## config.mk

```make
export PLATFORM = sky130hd
export DESIGN_NAME = flash_sequencer
export DESIGN_NICKNAME = d
export VERILOG_FILES = /design/src/flash_seq_pkg.sv /design/src/flash_sequencer.sv /design/src/page_latch.sv /design/src/lock_regions.sv
export SDC_FILE = /design/constraint.sdc
export NUM_CORES = 2
export LEC_CHECK = 0
export BUFFER_PORTS_ARGS = -buffer_cell sky130_fd_sc_hd__buf_2
export CORE_ASPECT_RATIO = 1.4
export CORE_MARGIN = 5
export CORE_UTILIZATION = 35
export CTS_CLUSTER_SIZE = 12
export DETAILED_ROUTE_END_ITERATION = 10
export HOLD_SLACK_MARGIN = 0.03
export PLACE_DENSITY = 0.61
export SLEW_MARGIN = 20
export SYNTH_ARGS = -nofsm -noshare
export SYNTH_HDL_FRONTEND = slang
export SYNTH_HIERARCHICAL = 1
export SYNTH_SLANG_ARGS = --single-unit
```

## constraint.sdc

```tcl
create_clock -name i_clk -period 6.2 [get_ports i_clk]
set_input_delay 0.31 -clock i_clk [delete_from_list [all_inputs] [get_ports i_clk]]
set_output_delay 0.31 -clock i_clk [all_outputs]
set_load 0.03 [all_outputs]
```

## src/flash_seq_pkg.sv

```systemverilog
`default_nettype none
package flash_seq_pkg;

	// ----------------------------------------
	// Register offsets (APB byte addresses)
	// ----------------------------------------
	localparam logic [11:0] MODE_OFS = 12'h000;
	localparam logic [11:0] CMD_OFS  = 12'h004;
	localparam logic [11:0] STAT_OFS = 12'h008;
	localparam logic [11:0] RES_OFS  = 12'h00C;

	// ----------------------------------------
	// Field positions
	// ----------------------------------------
	localparam int MODE_IRQ_BIT  = 0;   // Ready interrupt enable
	localparam int MODE_WS_LSB   = 8;   // Wait state field, 4 bits
	localparam int STAT_DONE_BIT = 0;   // Command done flag
	localparam int STAT_CERR_BIT = 1;   // Command error flag
	localparam int STAT_LERR_BIT = 2;   // Lock error flag
	localparam int CMD_CODE_LSB  = 0;   // Command code field, 8 bits
	localparam int CMD_ARG_LSB   = 8;   // Argument field, 16 bits
	localparam int CMD_KEY_LSB   = 24;  // Protection keyword, 8 bits
	localparam int DESC_PLANE_IDX = 4;  // First per-plane size word

	// ----------------------------------------
	// Reset values
	// ----------------------------------------
	localparam logic       DONE_RESET = 1'b1;
	localparam logic [3:0] WS_RESET   = 4'h0;

	// ----------------------------------------
	// Command codes
	// ----------------------------------------
	localparam logic [7:0] GET_DESCRIPTOR_CMD        = 8'h00;
	localparam logic [7:0] WRITE_PAGE_CMD            = 8'h01;
	localparam logic [7:0] WRITE_PAGE_LOCK_CMD       = 8'h02;
	localparam logic [7:0] ERASE_WRITE_PAGE_CMD      = 8'h03;
	localparam logic [7:0] ERASE_WRITE_PAGE_LOCK_CMD = 8'h04;
	localparam logic [7:0] ERASE_ALL_CMD             = 8'h05;
	localparam logic [7:0] SET_LOCK_CMD              = 8'h08;
	localparam logic [7:0] CLEAR_LOCK_CMD            = 8'h09;
	localparam logic [7:0] GET_LOCK_CMD              = 8'h0A;

	// ----------------------------------------
	// Enumerations
	// ----------------------------------------
	typedef enum logic [1:0] {
		OP_WRITE      = 2'b00,
		OP_ERASE_PAGE = 2'b01,
		OP_ERASE_ALL  = 2'b10
	} arr_op_t;

	typedef enum logic [2:0] {
		ST_IDLE   = 3'b000,
		ST_ERASE  = 3'b001,
		ST_PROG   = 3'b010,
		ST_FINISH = 3'b011
	} seq_state_t;

	typedef enum logic [1:0] {
		RES_NONE = 2'b00,
		RES_DESC = 2'b01,
		RES_LOCK = 2'b10
	} res_mode_t;

endpackage
`default_nettype wire

```

## src/flash_sequencer.sv

```systemverilog
`timescale 1ns/1ps
`default_nettype none
// Contract
// - Descriptor: id, size, page, planes, plane sizes
// - Then lock count and region sizes
// - Erase-write commands erase page before writing
// - Lock variants set page's region lock after programming, or the command argument's region if a command write lands that cycle
// - Page latch wraps across whole latch window
// - Latch writes use configured wait states
// - Programming command starts work, clears done
// - Completion sets done, interrupt if enabled
// - Wrong keyword rejected, command error set
// - Programming locked page sets lock error
// - Plain write page never erases
// - Erase starts on command, done on completion
// - Erase touching locked region wholly refused
// - Lock bit blocks writes and erases
// - Set-lock locks page's region, then done
// - Out-of-range lock number changes nothing
// - Clear-lock unlocks region, then done
// - Get-lock returns 32 bits per read, then zero
// - Bit n of word is region n
// - Reads allowed during lock commands
// - Command codes as fixed in the package
// - Reading status clears both error flags
// - Known command write clears done and result; unknown code clears result only
module flash_sequencer
	import flash_seq_pkg::*;
#(
	parameter int         PAGE_WORDS  = 16,
	parameter int         NUM_PAGES   = 256,
	parameter int         REGION_PGS  = 16,
	parameter int         NUM_LOCKS   = 16,
	parameter int         NUM_PLANES  = 1,
	parameter logic [7:0] CMD_KEY     = 8'hC3,          // Arbitrary keyword value
	parameter logic [31:0] IFACE_WORD = 32'h0000_1234   // Arbitrary identity value
) (
	input  wire logic                          i_clk,
	input  wire logic                          i_rst_n,
	input  wire logic                          i_psel,
	input  wire logic                          i_penable,
	input  wire logic                          i_pwrite,
	input  wire logic [11:0]                   i_paddr,
	input  wire logic [31:0]                   i_pwdata,
	output var  logic [31:0]                   o_prdata,
	output var  logic                          o_pready,
	output var  logic                          o_pslverr,
	output var  logic                          o_arr_req,
	output var  logic [1:0]                    o_arr_op,
	output var  logic [15:0]                   o_arr_page,
	output var  logic [$clog2(PAGE_WORDS)-1:0] o_arr_widx,
	output var  logic [31:0]                   o_arr_wdata,
	input  wire logic                          i_arr_ack,
	output var  logic                          o_read_ok,
	output var  logic                          o_ready_irq
);

	// ----------------------------------------
	// Derived sizes
	// ----------------------------------------
	localparam int LWW    = $clog2(PAGE_WORDS);
	localparam int NGRP   = (NUM_LOCKS + 31) / 32;
	localparam int PG_B   = PAGE_WORDS * 4;
	localparam int DLEN   = DESC_PLANE_IDX + NUM_PLANES + 1 + NUM_LOCKS;

	// ----------------------------------------
	// State
	// ----------------------------------------
	typedef struct packed {
		seq_state_t      st;          // Sequencer state
		logic            irq_en;      // Ready interrupt enable
		logic [3:0]      ws;          // Wait states
		logic            done;        // Command done flag
		logic            cerr;        // Command error flag
		logic            lerr;        // Lock error flag
		res_mode_t       rmode;       // What the result register shows
		logic [7:0]      ridx;        // Result word index
		logic [15:0]     page;        // Target page
		logic            erase_first; // Erase before programming
		logic            lock_after;  // Lock after programming
		logic [LWW-1:0]  widx;        // Word being programmed
		logic [3:0]      wcnt;        // Latch wait counter
		logic            pready;      // APB ready
		logic            pslverr;     // APB error
		logic [31:0]     prdata;      // APB read data
		logic            arr_req;     // Array request
		arr_op_t         arr_op;      // Array operation
		logic [31:0]     arr_wdata;   // Array write word
		logic            read_ok;     // Flash reads allowed
		logic            irq;         // Interrupt line
	} state_t;

	state_t         q;          // Registered state
	state_t         n;          // Next state
	logic           apb_acc;    // Access phase, not yet answered
	logic           is_lat;     // Address hits latch window
	logic           busy;       // Sequencer not idle
	logic [LWW-1:0] lat_ridx;   // Latch read index
	logic [31:0]    lat_rdata;  // Latch read word
	logic           lat_we;     // Latch write strobe
	logic           lk_set;     // Lock set strobe
	logic           lk_clr;     // Lock clear strobe
	logic [15:0]    lk_region;  // Region under test
	logic           lk_locked;  // That region is locked
	logic           lk_any;     // Some region is locked
	logic [31:0]    lk_word;    // Lock group word
	logic [31:0]    res_val;    // Current result word
	logic           cmd_wr;     // Command register write answered
	logic           key_ok;     // Keyword matches
	logic [7:0]     cmd_code;   // Command code field
	logic [15:0]    cmd_arg;    // Command argument field

	// ----------------------------------------
	// Helpers
	// ----------------------------------------
	// Region holding a page
	function automatic logic [15:0] region_of(input logic [15:0] pg);
		region_of = 16'(32'(pg) / REGION_PGS);
	endfunction

	// Descriptor word by index
	function automatic logic [31:0] desc_word(input logic [7:0] i);
		desc_word = 32'h0000_0000;
		if (i == 8'h00) begin
			desc_word = IFACE_WORD;
		end else if (i == 8'h01) begin
			desc_word = 32'(NUM_PAGES * PG_B);
		end else if (i == 8'h02) begin
			desc_word = 32'(PG_B);
		end else if (i == 8'h03) begin
			desc_word = 32'(NUM_PLANES);
		end else if (32'(i) < DESC_PLANE_IDX + NUM_PLANES) begin
			desc_word = 32'(NUM_PAGES * PG_B / NUM_PLANES);
		end else if (32'(i) == DESC_PLANE_IDX + NUM_PLANES) begin
			desc_word = 32'(NUM_LOCKS);
		end else if (32'(i) < DLEN) begin
			desc_word = 32'(REGION_PGS * PG_B);
		end
	endfunction

	// ----------------------------------------
	// Submodules
	// ----------------------------------------
	page_latch #(
		.WORDS (PAGE_WORDS)
	) u_latch (
		.i_clk   (i_clk),
		.i_rst_n (i_rst_n),
		.i_we    (lat_we),
		.i_widx  (i_paddr[2 +: LWW]),
		.i_wdata (i_pwdata),
		.i_ridx  (lat_ridx),
		.o_rdata (lat_rdata)
	);

	lock_regions #(
		.NUM_LOCKS (NUM_LOCKS)
	) u_locks (
		.i_clk        (i_clk),
		.i_rst_n      (i_rst_n),
		.i_set        (lk_set),
		.i_clr        (lk_clr),
		.i_region     (lk_region),
		.i_group      (q.ridx),
		.o_locked     (lk_locked),
		.o_any        (lk_any),
		.o_group_word (lk_word)
	);

	// ----------------------------------------
	// Decode
	// ----------------------------------------
	// Whole upper window maps onto one page, so the latch repeats
	assign is_lat   = |i_paddr[11:10];
	assign busy     = q.st != ST_IDLE;
	assign apb_acc  = i_psel && i_penable && !q.pready;
	assign lat_ridx = busy ? q.widx : i_paddr[2 +: LWW];
	assign cmd_code = i_pwdata[CMD_CODE_LSB +: 8];
	assign cmd_arg  = i_pwdata[CMD_ARG_LSB +: 16];
	assign key_ok   = i_pwdata[CMD_KEY_LSB +: 8] == CMD_KEY;
	assign cmd_wr   = apb_acc && !is_lat && i_pwrite && i_paddr == CMD_OFS;
	assign lk_region = cmd_wr ? region_of(cmd_arg) : region_of(q.page);

	// Result word for the current index, zero once past the end
	always_comb begin
		res_val = 32'h0000_0000;
		case (q.rmode)
			RES_DESC: begin
				res_val = desc_word(q.ridx);
			end
			RES_LOCK: begin
				res_val = lk_word;
			end
			default: begin
				res_val = 32'h0000_0000;
			end
		endcase
	end

	// ----------------------------------------
	// Next-state logic
	// ----------------------------------------
	always_comb begin
		n      = q;
		lat_we = 1'b0;
		lk_set = 1'b0;
		lk_clr = 1'b0;

		// Sequencer walk
		case (q.st)
			ST_ERASE: begin
				if (!q.arr_req) begin
					n.arr_req = 1'b1;
				end else if (i_arr_ack) begin
					n.arr_req = 1'b0;
					n.st = (q.arr_op == OP_ERASE_ALL) ? ST_FINISH : ST_PROG;
				end
			end
			ST_PROG: begin
				// One word per handshake, straight from the latch
				if (!q.arr_req) begin
					n.arr_req   = 1'b1;
					n.arr_op    = OP_WRITE;
					n.arr_wdata = lat_rdata;
				end else if (i_arr_ack) begin
					n.arr_req = 1'b0;
					if (32'(q.widx) == PAGE_WORDS - 1) begin
						lk_set = q.lock_after;
						n.st   = ST_FINISH;
					end else begin
						n.widx = q.widx + 1'b1;
					end
				end
			end
			ST_FINISH: begin
				n.done = 1'b1;
				n.st   = ST_IDLE;
			end
			default: begin
				n.st = ST_IDLE;
			end
		endcase

		// APB slave: latch accesses wait, registers answer at once
		if (apb_acc) begin
			if (is_lat && q.wcnt != q.ws) begin
				n.wcnt = q.wcnt + 1'b1;
			end else begin
				n.wcnt    = 4'h0;
				n.pready  = 1'b1;
				n.pslverr = 1'b0;
				n.prdata  = 32'h0000_0000;
				if (is_lat) begin
					// Byte lanes are not offered; words only
					if (busy) begin
						n.pslverr = 1'b1;
					end else if (i_pwrite) begin
						lat_we = 1'b1;
					end else begin
						n.prdata = lat_rdata;
					end
				end else begin
					case (i_paddr)
						MODE_OFS: begin
							if (i_pwrite) begin
								n.irq_en = i_pwdata[MODE_IRQ_BIT];
								n.ws     = i_pwdata[MODE_WS_LSB +: 4];
							end else begin
								n.prdata[MODE_IRQ_BIT]    = q.irq_en;
								n.prdata[MODE_WS_LSB +: 4] = q.ws;
							end
						end
						CMD_OFS: begin
							if (!i_pwrite) begin
								n.prdata = 32'h0000_0000;
							end else if (!key_ok || busy) begin
								n.cerr = 1'b1;
							end else begin
								n.done  = 1'b0;
								n.rmode = RES_NONE;
								n.ridx  = 8'h00;
								n.page  = cmd_arg;
								n.widx  = '0;
								n.st    = ST_FINISH;
								case (cmd_code)
									WRITE_PAGE_CMD, WRITE_PAGE_LOCK_CMD,
									ERASE_WRITE_PAGE_CMD,
									ERASE_WRITE_PAGE_LOCK_CMD: begin
										if (lk_locked) begin
											n.lerr = 1'b1;
										end else begin
											// Plain write leaves erased cells alone
											n.erase_first = cmd_code[1:0] == 2'b11 ||
												cmd_code[2];
											n.lock_after = cmd_code == WRITE_PAGE_LOCK_CMD ||
												cmd_code == ERASE_WRITE_PAGE_LOCK_CMD;
											n.arr_op = OP_ERASE_PAGE;
											n.st = n.erase_first ? ST_ERASE : ST_PROG;
										end
									end
									ERASE_ALL_CMD: begin
										if (lk_any) begin
											n.lerr = 1'b1;
										end else begin
											n.arr_op = OP_ERASE_ALL;
											n.st     = ST_ERASE;
										end
									end
									SET_LOCK_CMD: begin
										lk_set = 1'b1;
									end
									CLEAR_LOCK_CMD: begin
										lk_clr = 1'b1;
									end
									GET_DESCRIPTOR_CMD: begin
										n.rmode = RES_DESC;
									end
									GET_LOCK_CMD: begin
										n.rmode = RES_LOCK;
									end
									default: begin
										n.cerr = 1'b1;
										n.done = q.done;
										n.st   = ST_IDLE;
									end
								endcase
							end
						end
						STAT_OFS: begin
							if (!i_pwrite) begin
								n.prdata[STAT_DONE_BIT] = q.done;
								n.prdata[STAT_CERR_BIT] = q.cerr;
								n.prdata[STAT_LERR_BIT] = q.lerr;
								n.cerr = 1'b0;
								n.lerr = 1'b0;
							end
						end
						RES_OFS: begin
							if (!i_pwrite) begin
								n.prdata = res_val;
								if (q.ridx != 8'hFF) begin
									n.ridx = q.ridx + 8'h01;
								end
							end
						end
						default: begin
							n.pslverr = 1'b1;
						end
					endcase
				end
			end
		end else begin
			n.pready = 1'b0;
		end

		// Reads stay open except while the array is busy
		n.read_ok = !(n.st == ST_ERASE || n.st == ST_PROG);
		n.irq     = n.done && n.irq_en;
	end

	// ----------------------------------------
	// State register
	// ----------------------------------------
	always_ff @(posedge i_clk) begin
		if (!i_rst_n) begin
			q         <= '0;
			q.done    <= DONE_RESET;
			q.ws      <= WS_RESET;
			q.read_ok <= 1'b1;
		end else begin
			q <= n;
		end
	end

	// ----------------------------------------
	// Outputs
	// ----------------------------------------
	assign o_prdata    = q.prdata;
	assign o_pready    = q.pready;
	assign o_pslverr   = q.pslverr;
	assign o_arr_req   = q.arr_req;
	assign o_arr_op    = q.arr_op;
	assign o_arr_page  = q.page;
	assign o_arr_widx  = q.widx;
	assign o_arr_wdata = q.arr_wdata;
	assign o_read_ok   = q.read_ok;
	assign o_ready_irq = q.irq;

	logic cmd_go;   // Accepted command
	assign cmd_go = cmd_wr && key_ok && !busy && !(q.wcnt != q.ws && is_lat);
endmodule
`default_nettype wire

```

## src/page_latch.sv

```systemverilog
`timescale 1ns/1ps
`default_nettype none
module page_latch #(
	parameter int WORDS = 16,
	parameter int IW    = $clog2(WORDS)
) (
	input  wire logic          i_clk,
	input  wire logic          i_rst_n,
	input  wire logic          i_we,
	input  wire logic [IW-1:0] i_widx,
	input  wire logic [31:0]   i_wdata,
	input  wire logic [IW-1:0] i_ridx,
	output var  logic [31:0]   o_rdata
);

	// ----------------------------------------
	// Storage
	// ----------------------------------------
	typedef struct packed {
		logic [WORDS-1:0][31:0] mem;   // One page of words
	} latch_t;

	latch_t q;   // Registered contents
	latch_t d;   // Next contents

	// Only a write strobe alters a word, so a page sits
	// untouched until programming consumes it
	always_comb begin
		d = q;
		if (i_we) begin
			d.mem[i_widx] = i_wdata;
		end
	end

	// Register the copy
	always_ff @(posedge i_clk) begin
		if (!i_rst_n) begin
			q <= '0;
		end else begin
			q <= d;
		end
	end

	// Combinational read port
	assign o_rdata = q.mem[i_ridx];

endmodule
`default_nettype wire

```

## src/lock_regions.sv

```systemverilog
`timescale 1ns/1ps
`default_nettype none
module lock_regions #(
	parameter int NUM_LOCKS = 16,
	parameter int NGRP      = (NUM_LOCKS + 31) / 32
) (
	input  wire logic        i_clk,
	input  wire logic        i_rst_n,
	input  wire logic        i_set,
	input  wire logic        i_clr,
	input  wire logic [15:0] i_region,
	input  wire logic [7:0]  i_group,
	output var  logic        o_locked,
	output var  logic        o_any,
	output var  logic [31:0] o_group_word
);

	// ----------------------------------------
	// Lock bits
	// ----------------------------------------
	// Volatile here; a real part keeps them in the array
	typedef struct packed {
		logic [NUM_LOCKS-1:0] bits;   // One bit per region
	} locks_t;

	locks_t                 q;       // Registered bits
	locks_t                 d;       // Next bits
	logic                   in_rng;  // Region is implemented
	logic [NGRP*32-1:0]     padded;  // Bits padded to words

	assign in_rng = 32'(i_region) < NUM_LOCKS;

	// Out-of-range regions leave every bit alone
	always_comb begin
		d = q;
		if (in_rng && i_set) begin
			d.bits[i_region[$clog2(NUM_LOCKS)-1:0]] = 1'b1;
		end else if (in_rng && i_clr) begin
			d.bits[i_region[$clog2(NUM_LOCKS)-1:0]] = 1'b0;
		end
	end

	always_ff @(posedge i_clk) begin
		if (!i_rst_n) begin
			q <= '0;
		end else begin
			q <= d;
		end
	end

	// Locked status and group words, bit n is region n of group
	assign o_locked = in_rng && q.bits[i_region[$clog2(NUM_LOCKS)-1:0]];
	assign o_any    = |q.bits;
	assign padded   = (NGRP*32)'(q.bits);
	assign o_group_word = (32'(i_group) < NGRP) ?
		padded[32'(i_group)*32 +: 32] : 32'h0000_0000;

endmodule
`default_nettype wire

```

==> impl_metrics.ini <==
[cells_and_area]
fillerInstances = 9068
layout_common_cells = dfxtp_1 (645), nand3_1 (524), o21ai_0 (523), a21boi_0 (432), nand2_1 (212)
fin_area_um2 = 33780
seqCellArea_um2 = 12910
drive_gt1_frac = 0.1317
layout_commonest_cell = dfxtp_1
multi_input_area_um2 = 16450
final_nets = 3374
areaGrowthSynthToFinish_pct = 5.874

[synthesis]
syn-instance-count = 3589
synth_seq_cells = 645
yosysUniqueCellTypes = 67
synth-seq-area-share = 0.4047
yosys_warnings = 6
syn_area_um2 = 31910
syn_area_per_cell_um2 = 8.891
async_flop_share = 0
synth_ff_type = dfxtp_1
synth-edff-count = 0

[timing]
slew_headroom = 0.1778
finalWorstPathRequiredPeriod_ps = 4059
maxSlewViolCount = 0
setup_viol = 0
setup_tns_ps = 0
post-route-period-util = 0.6546
fin_skew_ps = 22.22
rsz0062_at_grt = false
tightest_slew_ps = 1230
timing.fmax_mhz = 246.4
hold_viol = 0

[critical_path]
worst-path-max-fanout = 15
cpMostUsedCell = mux2i_1
path_cells = and3b_1, nand3_1, or2_1, mux2_1, mux4_2, mux2i_1, a2111oi_1, buf_4, nor3_1, o21ai_0, o2111ai_1, mux2i_1, xor2_1, nand2_1
worst_ep_required_time_ps = 6690
startpoint_type = flop
crit_buf_inv = 1
crit_family = multiplexers
path_class = reg2reg
end_kind = flop
critPathSlowestCell = mux2_1
max_stage_delay_ps = 630
critPathArrivalTime_ps = 4550

[clocking]
htree_levels = 2
post-cts-setup-buffer-count = 0
hold_buffers = 0
cts_tree = yes
cts.clk_slew.worst_paths_ps = 60
post_cts_resized = 0
root_buffer = clkbuf_16
clockBufferDepth = 3
cts_made_buffers = 61
cts_num_sinks = 645
clkLatencyLatePin_ps = 630

[global_routing]
grt_overflow = 0
grt_max_degree = 226
grt_use_total = 0.2169
grt_pass1_wl_mm = 168.4
antenna_found_initial = 6
grt_pass1_vias = 26711

[outcome]
status = finished clean

[power_and_ir_drop]
p_per_area_nw_per_um2 = 241.2
ir_worst_vdd_mv = 0.2009
p_leak_nw = 10.61

[detailed_routing]
wl_per_cell_um = 24.42
ant_nets = 0
vias_per_cell = 5.996
detail_route.first_pass.iterations = 5
vias = 27181
wirelength_mm = 110.7
drc = 0
drt_iter0_markers = 2477

[die]
initial_core_util = 0.3514
ios = 141
die_y_um = 367.3
core_area_um2 = 90800
rows = 131
die_area_um2 = 97390
die_x_um = 265.2

[worst_hold_path]
hold_class = in2reg

[placed_design]
io_buffers = 140
place_congestion = 0.8957
place_area_um2 = 32100
dpl.hpwl_mm = 61.26

[job]
cap_violations = 0
==> synth_stat cells (all sizes together) (6+ instances only) <==
library cell	n	share of area
nand4	12	0.0025
ha	9	0.0035
nand2	213	0.025
xor2	14	0.0038
a21oi	77	0.012
dfxtp	645	0.40
or3	7	0.0014
nor2	45	0.0053
mux4	131	0.092
inv	16	0.0019
a21boi	512	0.12
buf	241	0.049
o21ai	549	0.086
and2	22	0.0044
nor3	16	0.0029
clkbuf	303	0.036
nand3	526	0.083
mux2	16	0.0056
nand2b	11	0.0022
a22oi	90	0.021
nor2b	6	0.0012
nor4	26	0.0080
mux2i	29	0.0091
==> report_power, final <==
part / internal (W) / switching, W / leakage, nW / total [W]
clock: 0.00183 / 0.00161 / 0.811 / 0.00344
sequential: 0.00415 / 0.00000477 / 5.19 / 0.00416
combinational: 0.000135 / 0.000419 / 4.61 / 0.000554
==> metrics by stage <==
step | hold WS (ps) | utilization | std cells | total power, W | setup slack [ps]
after global placement | 433.7 | 0.3535 | 4449 | 0.004795 | 1774
after floorplan | 426.3 | - | 3608 | 0.004613 | 1959
after global routing | 103.0 | 0.3720 | 4533 | 0.008374 | 1770
final | 97.37 | 0.3720 | 4533 | 0.008150 | 2141
after CTS | 62.73 | 0.3720 | 4530 | 0.008201 | 2129
after detailed placement | 440.6 | 0.3535 | 4449 | 0.004794 | 1784
==> final cells by class <==
| cell class | instances | share of cell area |
|---|---|---|
| antenna | 3 | 0.0002222 |
| clock buffer | 78 | 0.04893 |
| clock inverter | 3 | 0.0007037 |
| inverter | 18 | 0.002000 |
| multi-input combinational | 2401 | 0.4869 |
| sequential | 645 | 0.3822 |
| tap | 1197 | 0.04433 |
| timing repair buffer | 188 | 0.03467 |
==> path summary, 6_finish.rpt <==
path / to / startpoint / slack (ps) / depth (start not counted)
max: o_read_ok / o_pready / 2140 / 14
min: q[109] / i_rst_n / 100 / 2
max reg2reg: o_read_ok / o_pready / 2140 / 14
min reg2reg: o_prdata[2] / o_prdata[2] / 450 / 2
==> cell families (layout without fill, tap and decap cells) <==
logic type,after synthesis,in the layout,share of synthesized area
compound gates,1255,1255,0.2475
xor+xnor,16,16,0.004392
fa+ha+maj,9,9,0.003529
buf+inv,562,287,0.08721
flops,645,645,0.4047
mux,176,176,0.1072
other cells,2,24,0.0002354
simple gates,924,924,0.1453
==> flip-flops by register name, indices dropped and copies added, names as in the netlist, named ones only <==
signal / cells
o_arr_op: 2
o_prdata: 32
o_read_ok: 1
o_pready: 1
o_arr_page: 16
q: 26
o_arr_req: 1
u_latch/q: 512
o_arr_wdata: 32
o_pslverr: 1
o_ready_irq: 1
o_arr_widx: 4
==> layer usage <==
metal  up-vias  part of all wire  track usage
met5         -           0.00018            0
met4         2             0.069       0.1316
met3       291             0.060      0.02533
met2      1124              0.48       0.3727
met1     13524              0.39       0.2588
li1      12240                 -            -
Power figures use the tool's default switching activity.
